## src/hdl/sucr_defines.vh

```
/*
 * Constants for the user configuration register bank: register
 * indexes, field positions, write masks, reset values, serial bus
 * address and start-up timing.
 * Assumes inclusion by the design file and the bench that need it.
 */
`ifndef SUCR_DEFINES_VH
`define SUCR_DEFINES_VH

// Register indexes, sent as the command byte after the address
`define SUCR_IDX_RES_HEAT 8'h00
`define SUCR_IDX_AUX 8'h01
`define SUCR_IDX_HEAT_LVL 8'h02

// Reset values
`define SUCR_RST_RES_HEAT 8'h3A
`define SUCR_RST_AUX 8'h08
`define SUCR_RST_HEAT_LVL 8'h00

// Writable bits per register; the rest are reserved or read-only
`define SUCR_WMASK_RES_HEAT 8'h85
`define SUCR_WMASK_AUX 8'h77
`define SUCR_WMASK_HEAT_LVL 8'h0F

// Field positions, first register
`define SUCR_BIT_RES_MSB 7
`define SUCR_BIT_SUPPLY_LOW 6
`define SUCR_BIT_HEATER_SW 2
`define SUCR_BIT_RES_LSB 0
// Field positions, second register
`define SUCR_BIT_NO_HOLD 6
`define SUCR_BIT_THERM_LIN 5
`define SUCR_BIT_CONV_SPEED 4
`define SUCR_BIT_IN_BUF 2
`define SUCR_BIT_REF_SEL 1
`define SUCR_BIT_DRIVE_PIN 0
// Field positions, third register
`define SUCR_HEAT_LVL_MSB 3

// Upper six bits of the 7-bit bus address, value arbitrary
`define SUCR_BUS_ADDR_HI 6'h2A

// Settling time of the strap pin before it is captured
`define SUCR_STRAP_SETTLE_NS 100
`define SUCR_CLK_PERIOD_NS 10
`define SUCR_STRAP_CYCLES \
    ((`SUCR_STRAP_SETTLE_NS + `SUCR_CLK_PERIOD_NS - 1) / `SUCR_CLK_PERIOD_NS)

`endif

```

## src/hdl/sucr_user_config.v

```verilog
/*
 * User configuration and status registers of the humidity and
 * two-zone temperature sensor, with the small two-wire serial slave
 * that reaches them, the strap capture of the dual-function pin and
 * the control outputs into the analog side.
 * Assumes scl, sda, strap pin and supply-low level are asynchronous
 * to clk_in; clk_in is much faster (100 MHz) than the serial clock.
 */
`timescale 1ns/1ps
`include "sucr_defines.vh"

// How it works
// - Two-bit resolution field in bits 7 and 0
// - First register resets to 0011_1010
// - Read-only supply-low flag, bit 6
// - Bit 2 switches the heater on or off
// - Second register resets to 0000_100, pin level
// - Bit 6 selects no-hold auxiliary measurements
// - Bit 5 enables thermistor correction
// - Bit 4 selects fast auxiliary conversion
// - Bit 2 buffers the auxiliary differential inputs
// - Bit 1 selects analog supply reference
// - Bit 0 drives the dual-function pin level
// - Pin bit default equals pin power-up level
// - Third register resets to all zeros
// - Low four bits set heater power level
// - Reserved bits fixed, ignore writes, unlisted ignored
module sucr_user_config (
    input wire clk_in,
    input wire rst_n_in,
    input wire scl_in,
    input wire sda_in,
    output wire sda_out,
    output reg sda_oe_out,
    input wire address_select_drive_pin_in,
    output wire address_select_drive_pin_out,
    output reg address_select_drive_pin_oe_out,
    input wire supply_low_in,
    output wire [1:0] resolution_select_out,
    output wire heater_switch_out,
    output wire [3:0] heater_drive_level_out,
    output wire aux_no_hold_out,
    output wire thermistor_linearize_en_out,
    output wire aux_conversion_speed_out,
    output wire aux_input_buffer_en_out,
    output wire converter_reference_select_out
);

    // One-hot serial slave states
    localparam [8:0] ST_IDLE = 9'h001;
    localparam [8:0] ST_ADDR = 9'h002;
    localparam [8:0] ST_AACK = 9'h004;
    localparam [8:0] ST_CMD = 9'h008;
    localparam [8:0] ST_CACK = 9'h010;
    localparam [8:0] ST_WDAT = 9'h020;
    localparam [8:0] ST_WACK = 9'h040;
    localparam [8:0] ST_RDAT = 9'h080;
    localparam [8:0] ST_RACK = 9'h100;
    // Settling count at full width, then cut to the counter's width
    localparam [31:0] STRAP_CYCLES_W = `SUCR_STRAP_CYCLES;
    localparam [7:0] STRAP_CYCLES = STRAP_CYCLES_W[7:0];

    // Synchroniser stages: index 0 first, 1 second, 2 edge history
    reg [2:0] scl_sync; // Serial clock
    reg [2:0] sda_sync; // Serial data
    reg [1:0] pin_sync; // Strap level of the dual-function pin
    reg [1:0] low_sync; // Supply-low level
    // Register contents
    reg [7:0] res_heat; // First register, writable bits
    reg [7:0] aux_ctrl; // Second register, writable bits
    reg [7:0] heat_lvl; // Third register, writable bits
    // Serial slave state
    reg [8:0] state; // Current state
    reg [3:0] bit_cnt; // Bits taken in the current byte
    reg [7:0] shift_in; // Incoming byte
    reg [7:0] shift_out; // Outgoing byte
    reg [7:0] reg_ptr; // Register selected by the command byte
    reg read_dir; // Address byte asked for a read
    reg host_nack; // Host refused the last read byte
    reg addr_lsb; // Bus address bit taken from the strap
    // Strap capture
    reg [7:0] strap_cnt; // Settling counter after reset release
    reg strap_done; // Strap captured, pin now driven

    // Bus events seen on the synchronised lines
    wire scl_rise = scl_sync[1] & ~scl_sync[2];
    wire scl_fall = ~scl_sync[1] & scl_sync[2];
    wire bus_start = scl_sync[1] & scl_sync[2] & ~sda_sync[1] & sda_sync[2];
    wire bus_stop = scl_sync[1] & scl_sync[2] & sda_sync[1] & ~sda_sync[2];
    wire addr_hit = (shift_in[7:1] == {`SUCR_BUS_ADDR_HI, addr_lsb});
    wire ptr_valid = (reg_ptr == `SUCR_IDX_RES_HEAT) |
                     (reg_ptr == `SUCR_IDX_AUX) |
                     (reg_ptr == `SUCR_IDX_HEAT_LVL);
    wire cmd_valid = (shift_in == `SUCR_IDX_RES_HEAT) |
                     (shift_in == `SUCR_IDX_AUX) |
                     (shift_in == `SUCR_IDX_HEAT_LVL);

    // Read views; reserved bits hold their fixed values
    wire [7:0] view_res_heat = (res_heat & `SUCR_WMASK_RES_HEAT) |
                               (`SUCR_RST_RES_HEAT &
                                ~`SUCR_WMASK_RES_HEAT &
                                ~(8'h01 << `SUCR_BIT_SUPPLY_LOW)) |
                               ({7'h00, low_sync[1]}
                                << `SUCR_BIT_SUPPLY_LOW);
    wire [7:0] view_aux = (aux_ctrl & `SUCR_WMASK_AUX) |
                          (`SUCR_RST_AUX & ~`SUCR_WMASK_AUX);
    wire [7:0] view_heat_lvl = heat_lvl & `SUCR_WMASK_HEAT_LVL;
    reg [7:0] read_byte; // Byte selected for a read

    // Read multiplexer; unlisted locations read as all ones
    always @* begin
        case (reg_ptr)
            `SUCR_IDX_RES_HEAT: read_byte = view_res_heat;
            `SUCR_IDX_AUX: read_byte = view_aux;
            `SUCR_IDX_HEAT_LVL: read_byte = view_heat_lvl;
            default: read_byte = 8'hFF;
        endcase
    end

    // Synchronisers for every asynchronous input
    always @(posedge clk_in or negedge rst_n_in) begin
        if (!rst_n_in) begin
            scl_sync <= 3'h7;
            sda_sync <= 3'h7;
            pin_sync <= 2'h0;
            low_sync <= 2'h0;
        end else begin
            scl_sync <= {scl_sync[1:0], scl_in};
            sda_sync <= {sda_sync[1:0], sda_in};
            pin_sync <= {pin_sync[0], address_select_drive_pin_in};
            low_sync <= {low_sync[0], supply_low_in};
        end
    end

    // Strap capture: wait, then take the pin level once
    always @(posedge clk_in or negedge rst_n_in) begin
        if (!rst_n_in) begin
            strap_cnt <= 8'h00;
            strap_done <= 1'b0;
            addr_lsb <= 1'b0;
            address_select_drive_pin_oe_out <= 1'b0;
        end else if (!strap_done) begin
            if (strap_cnt == STRAP_CYCLES) begin
                strap_done <= 1'b1;
                addr_lsb <= pin_sync[1];
                address_select_drive_pin_oe_out <= 1'b1;
            end else begin
                strap_cnt <= strap_cnt + 8'h01;
            end
        end
    end

    // Serial slave and register writes
    always @(posedge clk_in or negedge rst_n_in) begin
        if (!rst_n_in) begin
            state <= ST_IDLE;
            bit_cnt <= 4'h0;
            shift_in <= 8'h00;
            shift_out <= 8'hFF;
            reg_ptr <= 8'h00;
            read_dir <= 1'b0;
            host_nack <= 1'b0;
            sda_oe_out <= 1'b0;
            res_heat <= `SUCR_RST_RES_HEAT;
            aux_ctrl <= `SUCR_RST_AUX & ~`SUCR_WMASK_AUX;
            heat_lvl <= `SUCR_RST_HEAT_LVL;
        end else begin
            // Strap level enters the pin bit at capture
            if (!strap_done && strap_cnt == STRAP_CYCLES) begin
                aux_ctrl[`SUCR_BIT_DRIVE_PIN] <= pin_sync[1];
            end
            if (bus_start) begin
                // Start or repeated start restarts the address byte
                state <= ST_ADDR;
                bit_cnt <= 4'h0;
                sda_oe_out <= 1'b0;
            end else if (bus_stop) begin
                // Stop ends any transfer
                state <= ST_IDLE;
                sda_oe_out <= 1'b0;
            end else if (scl_rise) begin
                // Sample on the rising serial clock
                if (state == ST_RACK) begin
                    host_nack <= sda_sync[1];
                end else if (state != ST_AACK && state != ST_CACK &&
                             state != ST_WACK) begin
                    // Own ack clocks must not shift the byte to commit
                    shift_in <= {shift_in[6:0], sda_sync[1]};
                    bit_cnt <= bit_cnt + 4'h1;
                end
            end else if (scl_fall) begin
                // Act on the falling serial clock
                case (state)
                    ST_ADDR: begin
                        if (bit_cnt == 4'h8) begin
                            if (addr_hit && strap_done) begin
                                state <= ST_AACK;
                                read_dir <= shift_in[0];
                                sda_oe_out <= 1'b1;
                            end else begin
                                state <= ST_IDLE;
                            end
                        end
                    end
                    ST_AACK: begin
                        bit_cnt <= 4'h0;
                        if (read_dir) begin
                            state <= ST_RDAT;
                            shift_out <= {read_byte[6:0], 1'b1};
                            sda_oe_out <= ~read_byte[7];
                        end else begin
                            state <= ST_CMD;
                            sda_oe_out <= 1'b0;
                        end
                    end
                    ST_CMD: begin
                        if (bit_cnt == 4'h8) begin
                            // Unlisted locations are not acknowledged
                            if (cmd_valid) begin
                                state <= ST_CACK;
                                reg_ptr <= shift_in;
                                sda_oe_out <= 1'b1;
                            end else begin
                                state <= ST_IDLE;
                            end
                        end
                    end
                    ST_CACK: begin
                        state <= ST_WDAT;
                        bit_cnt <= 4'h0;
                        sda_oe_out <= 1'b0;
                    end
                    ST_WDAT: begin
                        if (bit_cnt == 4'h8) begin
                            state <= ST_WACK;
                            sda_oe_out <= 1'b1;
                        end
                    end
                    ST_WACK: begin
                        // Commit once the byte has been acknowledged
                        state <= ST_WDAT;
                        bit_cnt <= 4'h0;
                        sda_oe_out <= 1'b0;
                        if (reg_ptr == `SUCR_IDX_RES_HEAT) begin
                            res_heat <= (shift_in & `SUCR_WMASK_RES_HEAT) |
                                (`SUCR_RST_RES_HEAT &
                                 ~`SUCR_WMASK_RES_HEAT);
                        end else if (reg_ptr == `SUCR_IDX_AUX) begin
                            aux_ctrl <= shift_in & `SUCR_WMASK_AUX;
                        end else if (ptr_valid) begin
                            heat_lvl <= shift_in &
                                `SUCR_WMASK_HEAT_LVL;
                        end
                    end
                    ST_RDAT: begin
                        if (bit_cnt == 4'h8) begin
                            state <= ST_RACK;
                            sda_oe_out <= 1'b0;
                        end else begin
                            shift_out <= {shift_out[6:0], 1'b1};
                            sda_oe_out <= ~shift_out[7];
                        end
                    end
                    ST_RACK: begin
                        // Host ack repeats the register, nack ends
                        bit_cnt <= 4'h0;
                        if (host_nack) begin
                            state <= ST_IDLE;
                            sda_oe_out <= 1'b0;
                        end else begin
                            state <= ST_RDAT;
                            shift_out <= {read_byte[6:0], 1'b1};
                            sda_oe_out <= ~read_byte[7];
                        end
                    end
                    ST_IDLE: begin
                        sda_oe_out <= 1'b0;
                    end
                    default: begin
                        state <= ST_IDLE;
                        sda_oe_out <= 1'b0;
                    end
                endcase
            end
        end
    end

    // Open-drain data line only ever pulls low
    assign sda_out = 1'b0;
    // Pin level follows the register bit once the strap is taken
    assign address_select_drive_pin_out =
        aux_ctrl[`SUCR_BIT_DRIVE_PIN];
    // Control outputs from register flip-flops, heater level gated by the switch
    assign resolution_select_out = {res_heat[`SUCR_BIT_RES_MSB],
                                    res_heat[`SUCR_BIT_RES_LSB]};
    assign heater_switch_out = res_heat[`SUCR_BIT_HEATER_SW];
    assign heater_drive_level_out = heat_lvl[`SUCR_HEAT_LVL_MSB:0] &
        {4{res_heat[`SUCR_BIT_HEATER_SW]}};
    assign aux_no_hold_out = aux_ctrl[`SUCR_BIT_NO_HOLD];
    assign thermistor_linearize_en_out =
        aux_ctrl[`SUCR_BIT_THERM_LIN];
    assign aux_conversion_speed_out = aux_ctrl[`SUCR_BIT_CONV_SPEED];
    assign aux_input_buffer_en_out = aux_ctrl[`SUCR_BIT_IN_BUF];
    assign converter_reference_select_out =
        aux_ctrl[`SUCR_BIT_REF_SEL];

endmodule

```

## config.mk

```make
export PLATFORM = sky130hd
export DESIGN_NAME = sucr_user_config
export DESIGN_NICKNAME = d
export VERILOG_FILES = /design/src/hdl/sucr_user_config.v
export VERILOG_INCLUDE_DIRS = /design/src /design/src/hdl
export SDC_FILE = /design/constraint.sdc
export NUM_CORES = 1
export LEC_CHECK = 0
export BUFFER_PORTS_ARGS = -buffer_cell sky130_fd_sc_hd__buf_2
export CORE_UTILIZATION = 40
export CTS_BUF_LIST = sky130_fd_sc_hd__clkbuf_2 sky130_fd_sc_hd__clkbuf_4 sky130_fd_sc_hd__clkbuf_8
export DETAILED_ROUTE_END_ITERATION = 8
export PLACE_DENSITY = 0.59
export SYNTH_ARGS = -nofsm -noshare
export SYNTH_HDL_FRONTEND = slang
export SYNTH_SLANG_ARGS = --single-unit
```

## constraint.sdc

```tcl
create_clock -name clk_in -period 2.7 [get_ports clk_in]
set_clock_uncertainty 0.1 [all_clocks]
set_input_delay 0.135 -clock clk_in [delete_from_list [all_inputs] [get_ports clk_in]]
set_output_delay 0.135 -clock clk_in [all_outputs]
set_load 0.03 [all_outputs]
```

Yosys cells after proc, flatten, opt, wreduce, memory -nomap -nowiden
Cells that the tools add are included.
Widths: inputs -> output; s select.
{"block": "word_totals", "regBits": 75, "wordCells": 156, "input_bits": 6, "out_inout_bits": 16}
{"block": "op_classes", "n_bitwise": 27, "muxes": 48, "n_eq_ne": 33, "reduce_logical": 26, "add_sub_neg": 2}
{"cell": "$mux 9", "n": 8}
{"cell": "$pmux 9 s8", "n": 1}
{"cell": "$pmux 8 s3", "n": 2}
{"cell": "$mux 8", "n": 5}
{"cell": "$reduce_and 7->1", "n": 5}
{"cell": "$mux 4", "n": 7}
{"cell": "$ne 4x4->1 const B", "n": 6}
{"cell": "$mux 1", "n": 22}
{"cell": "$eq 8x1->1 const B", "n": 2}
{"cell": "$eq 8x2->1 const B", "n": 2}
{"cell": "$logic_not 8->1", "n": 2}
{"cell": "$reduce_and 8->1", "n": 2}
{"cell": "$not 1->1", "n": 14}
{"cell": "$reduce_bool 3->1", "n": 4}
{"cell": "$reduce_and 5->1", "n": 2}
{"cell": "$eq 9x1->1 const B", "n": 1}
{"cell": "$eq 9x2->1 const B", "n": 1}
{"cell": "$eq 9x3->1 const B", "n": 1}
{"cell": "$eq 9x4->1 const B", "n": 1}
{"cell": "$eq 9x5->1 const B", "n": 1}
{"cell": "$eq 9x6->1 const B", "n": 1}
{"cell": "$eq 9x7->1 const B", "n": 1}
{"cell": "$eq 9x8->1 const B", "n": 1}
{"cell": "$eq 9x9->1 const B", "n": 1}
{"cell": "other kinds (25)", "n": 43}

Longest topological paths before layout
{"block": "depth", "word_depth": 10, "depth_mapped": 9, "mapped_depth_nobuf": 8}

Least setup slack after synthesis
No wires, ideal clock.
{"block": "synth_timing", "path_kind": "flip-flop to flip-flop", "startpoint": "register state[5]", "endpoint": "register reg_ptr[1]", "path_stages_with_launch": 7, "required_ns": 2.475, "slack_ns": 0.634, "setup_time_ns": 0.125, "arrival_time_ns": 1.841, "path_buffers": 1, "path_cell_list": "dfrtp_1 > buf_6 > nor4_4 > nand2_4 > nor4_4 > nand4_4 > mux2_4"}
{"block": "synth_via", "elab_chain_len": 2}
{"item": "start, declared", "line": "sucr_user_config.v:73", "rtl": "reg [8:0] state;"}
{"item": "start signal, assigned", "line": "sucr_user_config.v:156", "rtl": "state <= ST_IDLE;"}
{"item": "start signal, assigned", "line": "sucr_user_config.v:174", "rtl": "state <= ST_ADDR;"}
{"item": "start signal, assigned", "line": "sucr_user_config.v:179", "rtl": "state <= ST_IDLE;"}
{"item": "$eq 9x4->1", "line": "sucr_user_config.v:193", "rtl": "case (state)"}
{"item": "$reduce_and 7->1 (no source line)"}
{"item": "end signal, assigned", "line": "sucr_user_config.v:221", "rtl": "reg_ptr <= shift_in;"}
{"item": "end, declared", "line": "sucr_user_config.v:77", "rtl": "reg [7:0] reg_ptr;"}
No other way between the ends.
A chain may end at the register's enable or synchronous reset.

Worst setup path after layout
{"block": "layout_timing", "startpoint": "register state[4]", "endpoint": "register reg_ptr[0]"}
The elaborated chain is that of the path after synthesis.

==> results.cfg <==
[status]
outcome = completed

[logic_synthesis]
async_flop_share_pct = 100.0
yosysTopAreaCell = dfrtp_1
synth_top_area_share_pct = 38.70
synth_edf_count = 0
syn_nets = 359
synth_flop_cell = dfrtp_1
syn-cell-area_um2 = 3815
ys_ff_latch = 73
synth.distinct_cells = 67
ys_seq_area_share_pct = 48.34
synth_area_leaders = dfrtp_1, dfstp_2, mux2_2
synth.avg_cell_area_um2 = 11.06
yosys_warnings = 0
netlist_instances = 345

[drt]
drt-initial-drc-count = 172
viasPerCell = 5.320
wl_per_cell_um = 15.99
routed_wl_mm = 7.995
drc = 0
num_vias = 2660
detail-route-antenna-nets = 0
dr.pass1.iters = 4

[setup_path]
cp_slowest_stage_delay_ns = 0.66
crit_family = simple AND/OR/NAND/NOR gates
path_class = reg2reg
path_depth = 5
crit_buf_inv = 0
critPathLaunchType = flip-flop
slowest_stage = nor4_4
rr_worst_depth = 5
cp_cell_sequence = nor4_4 -> nand2_4 -> nor4_4 -> nand4_4 -> mux2_4
crit_top_cell = nor4_4
cp-end-kind = flip-flop
timing.critical_path.arrival_ns = 2.56
required_ns = 2.84
cp_max_fo = 11

[cells_and_area]
nets = 380
diodes = 0
areaGrowthSynthToFinish_pct = 11.28
drive_above_1_share_pct = 29.11

[timing]
setup_viol = 0
fmaxAchievable_mhz = 413.1
max_slew_margin_pct = 38.65
grt_setup_unrepaired = false
fin_crit_sh_pct = 89.67
worst_slack_ns = 0.2790
maxSlewViolCount = 0
period_needed_ns = 2.421
worst_slew_pin_slew_ns = 0.9203
hold_viol = 0
tns_ns = 0

[job]
maxCapViolCount = 0

[grt]
grt_pass1_wl_mm = 13.59
grt_antenna_before_repair = 0
grt.overflow.total = 0
grt_pass1_vias = 2611
grt_start_max_net_pins = 74
grt_usage_pct = 17.69

[min_path]
hold_class = reg2reg
hold_depth = 0

[place]
gp_congestion = 0.8529
place_ws_ns = 0.3248
dp_hpwl_mm = 5.499
portBuffers = 20

[pwr]
leakage_nw = 1.848
peakVddDrop_mv = 0.3254
powerDensity_nw_per_um2 = 603.7

[die]
initial_core_util_pct = 41.29
die_x_um = 99.66
core_um2 = 9240
row_count = 35
die_h_um = 99.66
io_pins = 22
die_area_um2 = 9932

[clocking]
cts_buffer_depth = 2
cts_resized = 0
cts.sinks = 73
ctsRootBufferMaster = clkbuf_8
insertion_delay_ns = 0.35
cts_tree = done
cts-buffers-inserted = 9
clk_pin_slew_ns = 0.09
htree_levels = 3
-- registers in the layout, summed over array words and instances, names as in the netlist, 2 cells and up --
name       count
heat_lvl       4
pin_sync       2
shift_out      7
sda_sync       3
bit_cnt        4
shift_in       8
reg_ptr        8
scl_sync       3
low_sync       2
aux_ctrl       6
res_heat       3
state          9
strap_cnt      8
-- repair_timing --
item | CTS | global route
setup buffers | 0 | 0
endpoints found under the hold margin | 63 | 0
hold buffers | 5 | 0
-- routing by layer --
layer | share of wire, % | track usage, % | vias to the layer above
met4 | 1.7 | 6.561 | 0
met2 | 44 | 25.94 | 59
met5 | 0 | 0 | -
met1 | 50 | 25.25 | 1307
li1 | - | - | 1283
met3 | 3.8 | 4.357 | 11
-- cell usage after synthesis (3+ instances only) --
cell,number
dfstp_2,14
nand4b_1,3
o21ai_1,4
inv_1,10
nand2_1,29
buf_6,4
buf_2,4
xor2_1,4
nor4_1,3
nand2b_1,4
ha_1,8
and2_1,8
and2_2,7
xnor2_1,8
o31ai_1,5
nor3_1,10
clkbuf_1,5
nand3_1,14
mux2_2,19
mux2_4,11
nand4_1,8
a21oi_1,4
dfrtp_1,59
or3_1,5
o21ai_0,20
nor2_1,20
nor2b_1,3
o22ai_1,4
-- cell families after synthesis --
group                      share of synthesized area [%]
AOI/OAI and AO/OA                                  11.25
xor gates and xnor gates                           2.755
adders and majority gates                          2.624
buffers and inverters                              3.772
DFF                                                48.34
muxes                                              10.20
other                                            0.09830
and+or+nand+nor                                    20.96
-- where the power goes --
group | internal, mW | total [mW] | switching, mW
clock | 0.445 | 0.910 | 0.466
combinational | 0.163 | 0.352 | 0.189
sequential | 1.18 | 1.30 | 0.122
-- worst reg2reg max path, stage by stage, from the launching register on --
cell     delay [ns]
dfrtp_1        0.54
nor4_4         0.66
nand2_4        0.11
nor4_4         0.36
nand4_4        0.21
mux2_4         0.34
-- through the flow --
step | cell area, µm² | cells | utilization [%] | hold slack [ns] | power (mW)
2_1_floorplan | 3815 | 345 | - | -0.2606 | 1.542
3_3_place_gp | 3988 | 479 | 43.16 | 0.1422 | 1.664
3_5_place_dp | 3988 | 479 | 43.16 | 0.1425 | 1.665
4_1_cts | 4245 | 500 | 45.94 | 0.2567 | 2.589
5_1_grt | 4245 | 500 | 45.94 | 0.2644 | 2.689
6_report | 4245 | 500 | 45.94 | 0.2534 | 2.563
-- path summary, 6_finish.rpt --
| path | startpoint | to | slack [ns] |
|---|---|---|---|
| min reg2reg | pin_sync[0] | pin_sync[1] | 0.25 |
| min | pin_sync[0] | pin_sync[1] | 0.25 |
| max reg2reg | state[4] | reg_ptr[0] | 0.28 |
| max in group asynchronous | rst_n_in | strap_cnt[4] | 1.54 |
| min in group asynchronous | rst_n_in | heat_lvl[0] | 0.37 |
| max | state[4] | reg_ptr[0] | 0.28 |
-- cells in the final DEF (no fill, tap or decap), types with 2 or more instances in the layout --
master	n
dfstp_2	14
dfrtp_1	59
buf_2	19
nor3_1	10
nand3_1	14
o21ai_0	20
o22ai_1	4
nor3_2	2
o31ai_1	5
or2_2	2
xor2_1	4
or3_1	5
nor4_1	3
mux2_2	19
nand4_1	8
nor4_4	2
ha_1	8
xnor2_1	8
and2_1	8
dlygate4sd3_1	5
nor2_1	20
clkbuf_8	9
and2_2	7
mux2_4	11
inv_6	3
nor2b_1	3
a21oi_1	4
nor4b_1	2
nand4b_1	3
or4_1	2
o21ai_1	4
o21a_1	2
nand2_1	29
inv_1	10
buf_4	3
nand2b_1	4
and3_1	2
-- cell type report --
class	instances	area (µm²)
fill	873	4995
sequential	73	1844
multi-input combinational	245	1827
timing repair buffer	27	167.7
tap	129	161.4
clock buffer	9	123.9
clock inverter	7	83.83
inverter	10	37.54
Power figures use the tool's default switching activity.
